File: src/verilog/spsd_pkg.sv
// Package of register indices, field positions and reset values for the serial port.
// Assumes a 32-bit register bus where each register index sits at byte address four times it.
package spsd_pkg;
  // Register indices; the byte address is four times the index.
  localparam logic [9:0] IDX_CTRL = 10'h0BC;
  localparam logic [9:0] IDX_STAT = 10'h0BD;
  localparam logic [9:0] IDX_DATA = 10'h0BE;
  localparam logic [9:0] IDX_IRQ_STAT = 10'h0BF;
  localparam logic [9:0] IDX_IRQ_MASK = 10'h0C0;
  // Control register fields.
  localparam int CTL_EN = 7;
  localparam int CTL_MASTER_SELECT = 6;
  localparam int CTL_CPOL = 5;
  localparam int CTL_CPHA = 4;
  localparam int CTL_SLAVE_SELECT_IGNORE = 3;
  localparam int CTL_LSB_FIRST_SELECT = 2;
  localparam int CTL_RATE_HI = 1;
  localparam int CTL_RATE_LO = 0;
  // Status register fields.
  localparam int ST_DONE = 7;
  localparam int ST_WRITE_COLLISION_FLAG = 6;
  localparam int ST_MODE_FAULT_FLAG = 5;
  localparam int ST_OVF = 4;
  localparam int ST_RBF = 3;
  localparam int ST_BUSY = 2;
  // Interrupt status and mask fields.
  localparam int IRQ_DONE = 0;
  localparam int IRQ_WRITE_COLLISION_FLAG = 1;
  localparam int IRQ_MODE_FAULT_FLAG = 2;
  localparam int IRQ_OVF = 3;
  // Reset values.
  localparam logic [7:0] CTRL_RST = 8'h00;
  localparam logic [7:0] DATA_RST = 8'h00;
  localparam logic [3:0] MASK_RST = 4'h0;
  // Sixteen clock edges make one byte.
  localparam logic [3:0] LAST_EDGE = 4'hF;
  typedef enum logic [1:0] {
    SPSD_IDLE = 2'b01,
    SPSD_RUN = 2'b10
  } spsd_state_t;
endpackage : spsd_pkg

File: src/verilog/spsd_port.sv
// Byte-wide synchronous serial port with control, status and data registers on APB.
// Assumes pins are asynchronous to pclk and a slave serial clock of at most pclk/4.
module spsd_port
  import spsd_pkg::*;
(
  // Clock and reset.
  input wire logic pclk,
  input wire logic presetn,
  // APB slave.
  input wire logic psel,
  input wire logic penable,
  input wire logic pwrite,
  input wire logic [11:0] paddr,
  input wire logic [31:0] pwdata,
  output logic [31:0] prdata,
  output logic pready,
  output logic pslverr,
  // Interrupt.
  input wire logic int_ack,
  output logic irq,
  // Serial pins.
  input wire logic sck_i,
  output logic sck_o,
  output logic sck_oe,
  input wire logic mosi_i,
  output logic mosi_o,
  output logic mosi_oe,
  input wire logic miso_i,
  output logic miso_o,
  output logic miso_oe,
  input wire logic ss_n_i
);
  logic [7:0] ctrl_reg;
  logic [7:0] shift_reg;
  logic [7:0] rx_buf_reg;
  logic [31:0] prdata_reg;
  logic [3:0] sync1_reg;
  logic [3:0] sync2_reg;
  logic [3:0] irq_stat_reg;
  logic [3:0] irq_mask_reg;
  logic [3:0] irq_clr;
  logic [3:0] edge_cnt_reg;
  logic [7:0] gap_reg;
  logic done_reg, write_collision_flag_reg, mode_fault_flag_reg, ovf_reg, rbf_reg;
  logic samp_reg, sck_prev_reg, sck_tog_reg;
  spsd_state_t state_reg;
  logic sel_ctrl, sel_stat, sel_data, sel_irqs, sel_mask, mapped;
  logic acc, wr_acc, rd_acc, rd_setup, st_wr, data_wr, data_rd;
  logic en, master_select, cpha, lsb_first_select, ss_low, mrun, slave_act, busy, load;
  logic tick, edge_ev, sample_now, shift_now, last, din, in_bit, byte_done, mode_fault_flag_set;
  logic [7:0] sh_shift;

  assign en = ctrl_reg[CTL_EN];
  assign master_select = ctrl_reg[CTL_MASTER_SELECT];
  assign cpha = ctrl_reg[CTL_CPHA];
  assign lsb_first_select = ctrl_reg[CTL_LSB_FIRST_SELECT];
  assign ss_low = !sync2_reg[3];

  // APB decode; the slave never waits and flags unmapped addresses.
  assign sel_ctrl = paddr[11:2] == IDX_CTRL;
  assign sel_stat = paddr[11:2] == IDX_STAT;
  assign sel_data = paddr[11:2] == IDX_DATA;
  assign sel_irqs = paddr[11:2] == IDX_IRQ_STAT;
  assign sel_mask = paddr[11:2] == IDX_IRQ_MASK;
  assign mapped = sel_ctrl | sel_stat | sel_data | sel_irqs | sel_mask;
  assign acc = psel && penable;
  assign wr_acc = acc && pwrite && mapped;
  assign rd_acc = acc && !pwrite && mapped;
  assign rd_setup = psel && !penable && !pwrite;
  assign st_wr = wr_acc && sel_stat;
  assign data_wr = wr_acc && sel_data;
  assign data_rd = rd_acc && sel_data;
  assign pready = 1'b1;
  assign pslverr = acc && !mapped;
  assign prdata = prdata_reg;

  // Pin synchronisers: ss_n, sck, mosi, miso.
  always_ff @(posedge pclk or negedge presetn) begin
    if (!presetn) begin
      sync1_reg <= 4'hF;
      sync2_reg <= 4'hF;
    end else begin
      sync1_reg <= {ss_n_i, sck_i, mosi_i, miso_i};
      sync2_reg <= sync1_reg;
    end
  end

  // Slave activity follows the pin, or only the enable when the pin is ignored.
  assign slave_act = en && !master_select && (ctrl_reg[CTL_SLAVE_SELECT_IGNORE] || ss_low);
  assign mode_fault_flag_set = en && master_select && !ctrl_reg[CTL_SLAVE_SELECT_IGNORE] && ss_low;
  assign mrun = state_reg == SPSD_RUN;
  assign busy = mrun || slave_act;
  assign load = data_wr && !busy;

  spsd_sck_div u_div (
    .pclk(pclk),
    .presetn(presetn),
    .run(mrun),
    .rate(ctrl_reg[CTL_RATE_HI:CTL_RATE_LO]),
    .tick(tick)
  );

  // Edge events: divider ticks as master, synchronised clock changes as slave.
  always_ff @(posedge pclk or negedge presetn) begin
    if (!presetn) begin
      sck_prev_reg <= 1'b0;
    end else begin
      sck_prev_reg <= sync2_reg[2];
    end
  end
  assign edge_ev = mrun ? tick : (slave_act && (sync2_reg[2] != sck_prev_reg));
  assign sample_now = edge_ev && (cpha ? edge_cnt_reg[0] : !edge_cnt_reg[0]);
  assign last = edge_ev && (edge_cnt_reg == LAST_EDGE);
  assign shift_now = edge_ev && (cpha ? ((!edge_cnt_reg[0] && edge_cnt_reg != 4'h0) || last)
                                      : edge_cnt_reg[0]);
  assign din = master_select ? sync2_reg[0] : sync2_reg[1];
  assign in_bit = sample_now ? din : samp_reg;
  assign sh_shift = lsb_first_select ? {in_bit, shift_reg[7:1]} : {shift_reg[6:0], in_bit};
  assign byte_done = last;

  // Master transfer sequencer.
  always_ff @(posedge pclk or negedge presetn) begin
    if (!presetn) begin
      state_reg <= SPSD_IDLE;
    end else begin
      case (state_reg)
        SPSD_IDLE: begin
          if (load && en && master_select && !mode_fault_flag_set) begin
            state_reg <= SPSD_RUN;
          end
        end
        SPSD_RUN: begin
          if (!en || !master_select || mode_fault_flag_set || last) begin
            state_reg <= SPSD_IDLE;
          end
        end
        default: begin
          state_reg <= SPSD_IDLE;
        end
      endcase
    end
  end

  // Edge counter and master clock level.
  always_ff @(posedge pclk or negedge presetn) begin
    if (!presetn) begin
      edge_cnt_reg <= 4'h0;
      sck_tog_reg <= 1'b0;
    end else begin
      if (!busy || load) begin
        edge_cnt_reg <= 4'h0;
      end else if (edge_ev) begin
        edge_cnt_reg <= edge_cnt_reg + 4'h1;
      end
      if (!mrun) begin
        sck_tog_reg <= 1'b0;
      end else if (edge_ev) begin
        sck_tog_reg <= !sck_tog_reg;
      end
    end
  end

  // Shift register, sampled bit and receive buffer.
  always_ff @(posedge pclk or negedge presetn) begin
    if (!presetn) begin
      shift_reg <= DATA_RST;
      samp_reg <= 1'b0;
      rx_buf_reg <= DATA_RST;
    end else begin
      if (load) begin
        shift_reg <= pwdata[7:0];
      end else if (shift_now) begin
        shift_reg <= sh_shift;
      end
      if (sample_now) begin
        samp_reg <= din;
      end
      if (byte_done && !rbf_reg) begin
        rx_buf_reg <= sh_shift;
      end
    end
  end

  // Control register; a mode fault drops enable and master select.
  always_ff @(posedge pclk or negedge presetn) begin
    if (!presetn) begin
      ctrl_reg <= CTRL_RST;
    end else begin
      if (wr_acc && sel_ctrl) begin
        ctrl_reg <= pwdata[7:0];
      end
      if (mode_fault_flag_set) begin
        ctrl_reg[CTL_EN] <= 1'b0;
        ctrl_reg[CTL_MASTER_SELECT] <= 1'b0;
      end
    end
  end

  // Status flags; a set in the same cycle as a clear wins.
  always_ff @(posedge pclk or negedge presetn) begin
    if (!presetn) begin
      done_reg <= 1'b0;
      write_collision_flag_reg <= 1'b0;
      mode_fault_flag_reg <= 1'b0;
      ovf_reg <= 1'b0;
      rbf_reg <= 1'b0;
    end else begin
      done_reg <= byte_done || (done_reg && !int_ack && !(st_wr && !pwdata[ST_DONE]));
      write_collision_flag_reg <= (data_wr && busy) ||
                  (write_collision_flag_reg && !load && !(st_wr && !pwdata[ST_WRITE_COLLISION_FLAG]));
      mode_fault_flag_reg <= mode_fault_flag_set || (mode_fault_flag_reg && !(st_wr && !pwdata[ST_MODE_FAULT_FLAG]));
      ovf_reg <= (byte_done && rbf_reg) ||
                 (ovf_reg && !data_rd && !(st_wr && !pwdata[ST_OVF]));
      rbf_reg <= (byte_done && !rbf_reg) ||
                 (rbf_reg && !data_rd && !(st_wr && !pwdata[ST_RBF]));
    end
  end

  // Interrupt status clears on read of exactly the bits that were returned.
  assign irq_clr = (rd_acc && sel_irqs) ? prdata_reg[3:0] : 4'h0;
  always_ff @(posedge pclk or negedge presetn) begin
    if (!presetn) begin
      irq_stat_reg <= 4'h0;
      irq_mask_reg <= MASK_RST;
    end else begin
      irq_stat_reg <= {byte_done && rbf_reg, mode_fault_flag_set,
                       data_wr && busy, byte_done} | (irq_stat_reg & ~irq_clr);
      if (wr_acc && sel_mask) begin
        irq_mask_reg <= pwdata[3:0];
      end
    end
  end
  assign irq = |(irq_stat_reg & irq_mask_reg);

  // Read data is captured in the setup phase.
  always_ff @(posedge pclk or negedge presetn) begin
    if (!presetn) begin
      prdata_reg <= 32'h0000_0000;
    end else if (rd_setup) begin
      if (sel_ctrl) begin
        prdata_reg <= {24'h00_0000, ctrl_reg};
      end else if (sel_stat) begin
        prdata_reg <= {24'h00_0000, done_reg, write_collision_flag_reg, mode_fault_flag_reg, ovf_reg, rbf_reg, busy,
                       2'b00};
      end else if (sel_data) begin
        prdata_reg <= {24'h00_0000, rx_buf_reg};
      end else if (sel_irqs) begin
        prdata_reg <= {28'h000_0000, irq_stat_reg};
      end else if (sel_mask) begin
        prdata_reg <= {28'h000_0000, irq_mask_reg};
      end else begin
        prdata_reg <= 32'h0000_0000;
      end
    end
  end

  // Pin drivers.
  assign sck_o = ctrl_reg[CTL_CPOL] ^ sck_tog_reg;
  assign sck_oe = en && master_select;
  assign mosi_o = lsb_first_select ? shift_reg[0] : shift_reg[7];
  assign mosi_oe = en && master_select;
  assign miso_o = lsb_first_select ? shift_reg[0] : shift_reg[7];
  assign miso_oe = slave_act;

  // Helper: cycles since the last master edge.
  always_ff @(posedge pclk or negedge presetn) begin
    if (!presetn) begin
      gap_reg <= 8'h00;
    end else if (edge_ev || !mrun) begin
      gap_reg <= 8'h00;
    end else begin
      gap_reg <= gap_reg + 8'h01;
    end
  end
endmodule : spsd_port

File: src/verilog/spsd_sck_div.sv
// Serial clock divider: one tick per half period of the master serial clock.
// Assumes run is a level from the port's own clock domain.
module spsd_sck_div
  import spsd_pkg::*;
(
  // Clock and reset.
  input wire logic pclk,
  input wire logic presetn,
  // Control.
  input wire logic run,
  input wire logic [1:0] rate,
  // Half-period tick.
  output logic tick
);
  logic [3:0] cnt_reg;
  logic [3:0] lim;

  // A half period lasts two to the power of the rate code.
  assign lim = 4'((5'h01 << rate) - 5'h01);
  assign tick = run && (cnt_reg == lim);

  always_ff @(posedge pclk or negedge presetn) begin
    if (!presetn) begin
      cnt_reg <= 4'h0;
    end else if (!run || tick) begin
      cnt_reg <= 4'h0;
    end else begin
      cnt_reg <= cnt_reg + 4'h1;
    end
  end
endmodule : spsd_sck_div

File: config.mk
export PLATFORM = sky130hd
export DESIGN_NAME = spsd_port
export DESIGN_NICKNAME = d
export VERILOG_FILES = /design/src/verilog/spsd_pkg.sv /design/src/verilog/spsd_port.sv /design/src/verilog/spsd_sck_div.sv
export SDC_FILE = /design/constraint.sdc
export NUM_CORES = 1
export LEC_CHECK = 0
export BUFFER_PORTS_ARGS = -buffer_cell sky130_fd_sc_hd__buf_4
export CAP_MARGIN = 20
export CELL_PAD_IN_SITES_DETAIL_PLACEMENT = 0
export CELL_PAD_IN_SITES_GLOBAL_PLACEMENT = 1
export CORE_UTILIZATION = 30
export DETAILED_ROUTE_END_ITERATION = 10
export GPL_TIMING_DRIVEN = 0
export PLACE_DENSITY_LB_ADDON = 0.12
export SYNTH_ARGS = -nofsm -noshare
export SYNTH_HDL_FRONTEND = slang
export SYNTH_SLANG_ARGS = --single-unit
File: constraint.sdc
create_clock -name pclk -period 2.9 [get_ports pclk]
set_clock_uncertainty 0.05 [all_clocks]
set_input_delay 0.145 -clock pclk [delete_from_list [all_inputs] [get_ports pclk]]
set_output_delay 0.145 -clock pclk [all_outputs]
set_load 0.05 [all_outputs]
* Yosys cells after proc, flatten, opt, wreduce, memory -nomap -nowiden
Index checks and enable logic that the tools add are counted.
** Operators by class
- Add/sub/neg operators :: 3
- Equality and inequality tests :: 13
- Multiply operators :: 0
- Mux-type cells :: 25
- Order comparisons :: 0
- Reductions and logical operators :: 91
- Divide/modulo/power cells :: 0
- Shift-type cells :: 1
- Bitwise gates (word level) :: 9
** Operators with widths (number)
- $mux 32 :: 2
- $eq 10x8->1 const B :: 5
- $logic_and 1x1->1 :: 46
- $mux 8 :: 5
- $logic_not 1->1 :: 26
- $mux 4 :: 6
- $logic_or 1x1->1 :: 13
- $add 4x1->4 const B :: 2
- $and 4x4->4 :: 2
- $mux 1 :: 8
- $mux 2 :: 3
- $reduce_bool 2->1 :: 3
- $eq 4x4->1 :: 1
- $eq 4x4->1 const B :: 1
- $ne 2x1->1 const B :: 2
- $not 4->4 :: 1
- $or 1x1->1 :: 4
- $or 4x4->4 :: 1
- $pmux 2 s2 :: 1
- $reduce_bool 4->1 :: 1
- $reduce_or 4->1 :: 1
- $shl 1x2->4 const A :: 1
- $sub 4x1->4 const B :: 1
- $eq 2x1->1 const B :: 1
- 5 further kinds :: 5
** Word-level totals
- Memories :: 0
- Flip-flop bits (word level) :: 90
- Bits in writable memories :: 0
- Output and inout port bits :: 41
- Bits of input ports :: 54
- Bits in read-only memories :: 0
- Logic and storage cells :: 162
- Latch bits :: 0

* Longest topological paths before layout
- Depth after elaboration :: 13
- Mapped depth :: 9
- Gate-level depth less buffers :: 7

* Modules after synthesis
From an unflattened synthesis, not the netlist that was laid out.
** Second synthesis, totals
- Cells, all modules :: 348
- Area, all modules :: 3534.6 um2
** By module, submodules not included
- spsd_port :: sequential area each 1562.7 um2, area each 3294.4 um2, instances 1, cells each 327
- spsd_sck_div :: sequential area each 100.1 um2, area each 240.2 um2, instances 1, cells each 21

* Worst setup path after synthesis
No wires, ideal clock.
- Path kind :: register to register
- Start point :: register sync2_reg[2]
- End point :: register shift_reg[7]
- Path slack :: 0.758 ns
- Clock period less this slack :: 2.142 ns
- Data required time :: 2.724 ns
- Path buffers :: 0
- Stages on the path, launching flop included :: 7
- Arrival time :: 1.966 ns
- Setup time :: 0.126 ns
- Cells stage by stage :: dfstp_2 -> xor2_1 -> nand4b_1 -> mux2_2 -> o31ai_1 -> a21oi_2 -> a221o_1
** On the way
- Longest elaborated chain between the ends :: 8
- Elaborated cells on any way between the ends :: 13
- Classes of those cells :: eq/ne: 1; mux: 6; reduce/logical: 6
** RTL lines
- from (decl) :: line spsd_port.sv:38 : logic [3:0] sync2_reg;
- from (signal assigned) :: line spsd_port.sv:84 : sync2_reg <= sync1_reg;
- $ne 1x1->1 * :: line spsd_port.sv:111 : assign edge_ev = mrun ? tick : (slave_act && (sync2_reg[2] != sck_prev_reg));
- $logic_and 1x1->1 * :: line spsd_port.sv:111
- $mux 1 * :: line spsd_port.sv:111
- $logic_and 1x1->1, on equally long branches :: line spsd_port.sv:112, spsd_port.sv:113
- $mux 1 or $logic_or 1x1->1 (tied branches)
- $mux 8 or $mux 1 (tied branches) :: line spsd_port.sv:118, spsd_port.sv:114
- $mux 8 or $logic_and 1x1->1 (tied branches) :: line spsd_port.sv:172, spsd_port.sv:114
- $mux 8 or $reduce_bool 2->1 (tied branches)
- to (signal assigned) :: line spsd_port.sv:171 : shift_reg <= pwdata[7:0];
- to (signal assigned) :: line spsd_port.sv:173 : shift_reg <= sh_shift;
- to (decl) :: line spsd_port.sv:34 : logic [7:0] shift_reg;
Mark *: on every way between the ends. The rest lies on a longest branch, timed or not. The select of a mux whose other input is x is not followed.
A chain may end at the register's enable or synchronous reset.

* Final worst setup path
Ends and elaborated chain as after synthesis.

==> impl_metrics.json <==
{
  "outcome": "finished, final reports clean",
  "setup_viol_count_final": 0,
  "fp.dieH_um": 109,
  "clk_latency_ns": 0.33,
  "antenna_left": 0,
  "routed_wl_um": 9020,
  "ys_ff_latch": 66,
  "worstSetupEndpointType": "flip-flop",
  "grt_pass1_wl_um": 14300,
  "finalCriticalPeriod_ns": 2.40,
  "comb_power_share": 0.082,
  "slew_viol_final": 0,
  "grt_pass1_vias": 2635,
  "rows": 38,
  "power.density_nw_per_um2": 547,
  "netSwitchingPower_w": 0.000546,
  "internal-power_w": 0.00188,
  "place.gp.congestion": 0.774,
  "drt_iter0_drc": 103,
  "ys_seq_area_frac": 0.481,
  "cp-start-kind": "flip-flop",
  "ctsResizeCount": 0,
  "drc": 0,
  "track_usage": 0.164,
  "critPathKind": "flip-flop to flip-flop",
  "synth_area_per_cell_um2": 10.2,
  "dr.pass1.iters": 4,
  "cts_buffer_depth": 2,
  "switching_share": 0.225,
  "crit_fanout": 7,
  "yosys_warnings": 0,
  "syn_to_final_growth_pct": 28.3,
  "hpwl_um": 6690,
  "synth_cell_types": 54,
  "tightest_slew_ns": 0.857,
  "cts_tree": "yes",
  "grt_max_degree": 67,
  "whs_path_depth": 3,
  "maxSlewHeadroom": 0.428,
  "hold_viol": 0,
  "ys.flop_type": "dfrtp_1",
  "detail_route.wl_per_cell_um": 16.0,
  "holdCritPathClass": "input port to flip-flop",
  "finalNonFillerCells": 564,
  "yosysTopAreaCell": "dfrtp_1",
  "clock-sinks": 66,
  "initial_core_util": 0.313,
  "r2r_cells": 6,
  "antennaDiodeCount": 0,
  "async_flop_share": 1.00,
  "nNetsFinal": 476,
  "synth.area.top_cells": "dfrtp_1 41%, dfstp_2 6.8%, buf_4 6.1%",
  "port_buffers": 42,
  "synthCells": 338,
  "die_w_um": 109,
  "dieArea_um2": 12000,
  "slowest_delay_ns": 0.53,
  "htreeDepth": 3,
  "power_leakage_nw": 2.15,
  "num_vias": 2661,
  "vias_per_cell": 4.72,
  "clockPowerShare": 0.532,
  "fmax_mhz": 417,
  "antenna_found_initial": 0,
  "max_cap_viol_count": 0,
  "pwr-share-seq": 0.386,
  "p_total_w": 0.00243,
  "crit_path_top_delay_cell": "dfstp_2",
  "place_inst": 543,
  "grt-ovfl-total": 0,
  "setup_tns_ns": 0,
  "cts_root_buffer": "clkbuf_16",
  "rsz0062_at_grt": "no",
  "cp.arrival_ns": 2.57,
  "timing.final.crit_share": 0.827,
  "core-area_um2": 11000,
  "worst_ep_required_time_ns": 3.07,
  "worstPathCellList": "xor2_1 -> nand4b_1 -> mux2_2 -> o31ai_1 -> a21oi_2 -> a221o_1",
  "netlist_area_um2": 3460,
  "clk_pin_slew_ns": 0.05,
  "io_pins": 95,
  "synth_enable_flop_cells": 0,
  "peakVddDrop_mv": 0.212,
  "cts_buffers": 9,
  "drive_above_1_share": 0.283,
  "synth_top_area_frac": 0.413
}
==> layout make-up <==
class	instances	area (um^2)
sequential	66	1660
tap	140	175
clock buffer	11	253
inverter	11	41.3
clock inverter	5	100
fill	1140	6590
multi-input combinational	246	1590
buffer	38	251
timing repair buffer	47	365
==> cells by family after synthesis <==
group / Yosys count / share of synthesized area
fa+ha+maj: 3 / 0.0109
flops: 66 / 0.481
xor+xnor: 9 / 0.0228
mux: 29 / 0.0923
compound gates: 69 / 0.139
simple gates: 111 / 0.168
other cells: 2 / 0.00217
buf+inv: 49 / 0.0847
==> metal layers <==
layer	global-route usage	share of wire
met5	0	0
met2	0.257	0.45
met1	0.222	0.49
met3	0.0302	0.042
met4	0.0667	0.020
==> power groups by stage <==
stage	logic [W]	registers (W)	clock network [W]
after floorplan	0.000127	0.000954	0
after detailed placement	0.000195	0.000954	0
final	0.000199	0.000938	0.00129
after global placement	0.000195	0.000954	0
after CTS	0.000200	0.000938	0.00132
after global routing	0.000214	0.000938	0.00136
==> critical path, delay by kind of cell, from the launching register on <==
kind             cells  cell delay (ns)
AO/OA/AOI/OAI        3             1.00
XOR/XNOR             1             0.17
flip-flops           1             0.53
multiplexers         1             0.35
AND/OR/NAND/NOR      1             0.17
==> synthesized netlist by cell type, types with 4 or more instances <==
master / instances
dfrtp_1: 57
nor2_1: 39
buf_4: 28
nand2_1: 27
mux2i_1: 15
a21oi_1: 14
mux2_2: 13
o21ai_0: 13
inv_1: 11
dfstp_2: 9
o31ai_1: 9
a221oi_1: 7
clkbuf_1: 7
nand3_1: 6
nand2b_1: 5
xor2_1: 5
and2_1: 4
nor2b_1: 4
nor3_1: 4
xnor2_1: 4
==> repair_timing <==
item                      in CTS  in global routing
hold endpoints to repair      61                  0
setup buffers                  0                  0
hold buffers                   5                  0
==> final timing paths <==
kind / to / from / slack (ns)
max in group asynchronous: shift_reg[3]$_DFFE_PN0P_ / presetn / 1.81
min reg2reg: sync2_reg[0]$_DFF_PN1_ / sync1_reg[0]$_DFF_PN1_ / 0.30
max: shift_reg[7]$_DFFE_PN0P_ / sync2_reg[2]$_DFF_PN1_ / 0.50
max reg2reg: shift_reg[7]$_DFFE_PN0P_ / sync2_reg[2]$_DFF_PN1_ / 0.50
min in group asynchronous: prdata[1]$_DFFE_PN0P_ / presetn / 0.40
min: ctrl_reg[2]$_DFFE_PN0N_ / pwdata[2] / 0.01
==> cells in the final DEF, fill, tap and decap left out, types with 4 or more instances in the layout <==
master         synthesis  layout
nand3_1                6       6
nor2b_1                4       4
a221oi_1               7       7
dfstp_2                9       9
nor3_1                 4       4
xor2_1                 5       5
clkbuf_16              0       9
nor2_1                39      39
and2_1                 4       4
mux2_2                13      13
o31ai_1                9       9
a21oi_1               14      14
xnor2_1                4       4
nand2b_1               5       5
conb_1                 2      25
nand2_1               27      27
clkbuf_1               7       7
inv_1                 11      11
dfrtp_1               57      57
o21ai_0               13      13
buf_4                 28      70
dlygate4sd3_1          0       5
mux2i_1               15      15
==> stage by stage <==
| stage | hold slack [ns] | setup slack, ns | utilization | instance area, um^2 |
|---|---|---|---|---|
| detailed placement | 0.204 | 0.476 | 0.366 | 4030 |
| global placement | 0.203 | 0.529 | 0.366 | 4030 |
| global route | 0.0211 | 0.294 | 0.402 | 4440 |
| CTS | 0.00818 | 0.470 | 0.402 | 4440 |
| floorplan | -0.201 | 0.758 | - | 3540 |
| finish | 0.00968 | 0.501 | 0.402 | 4440 |
Power figures use the tool's default switching activity.
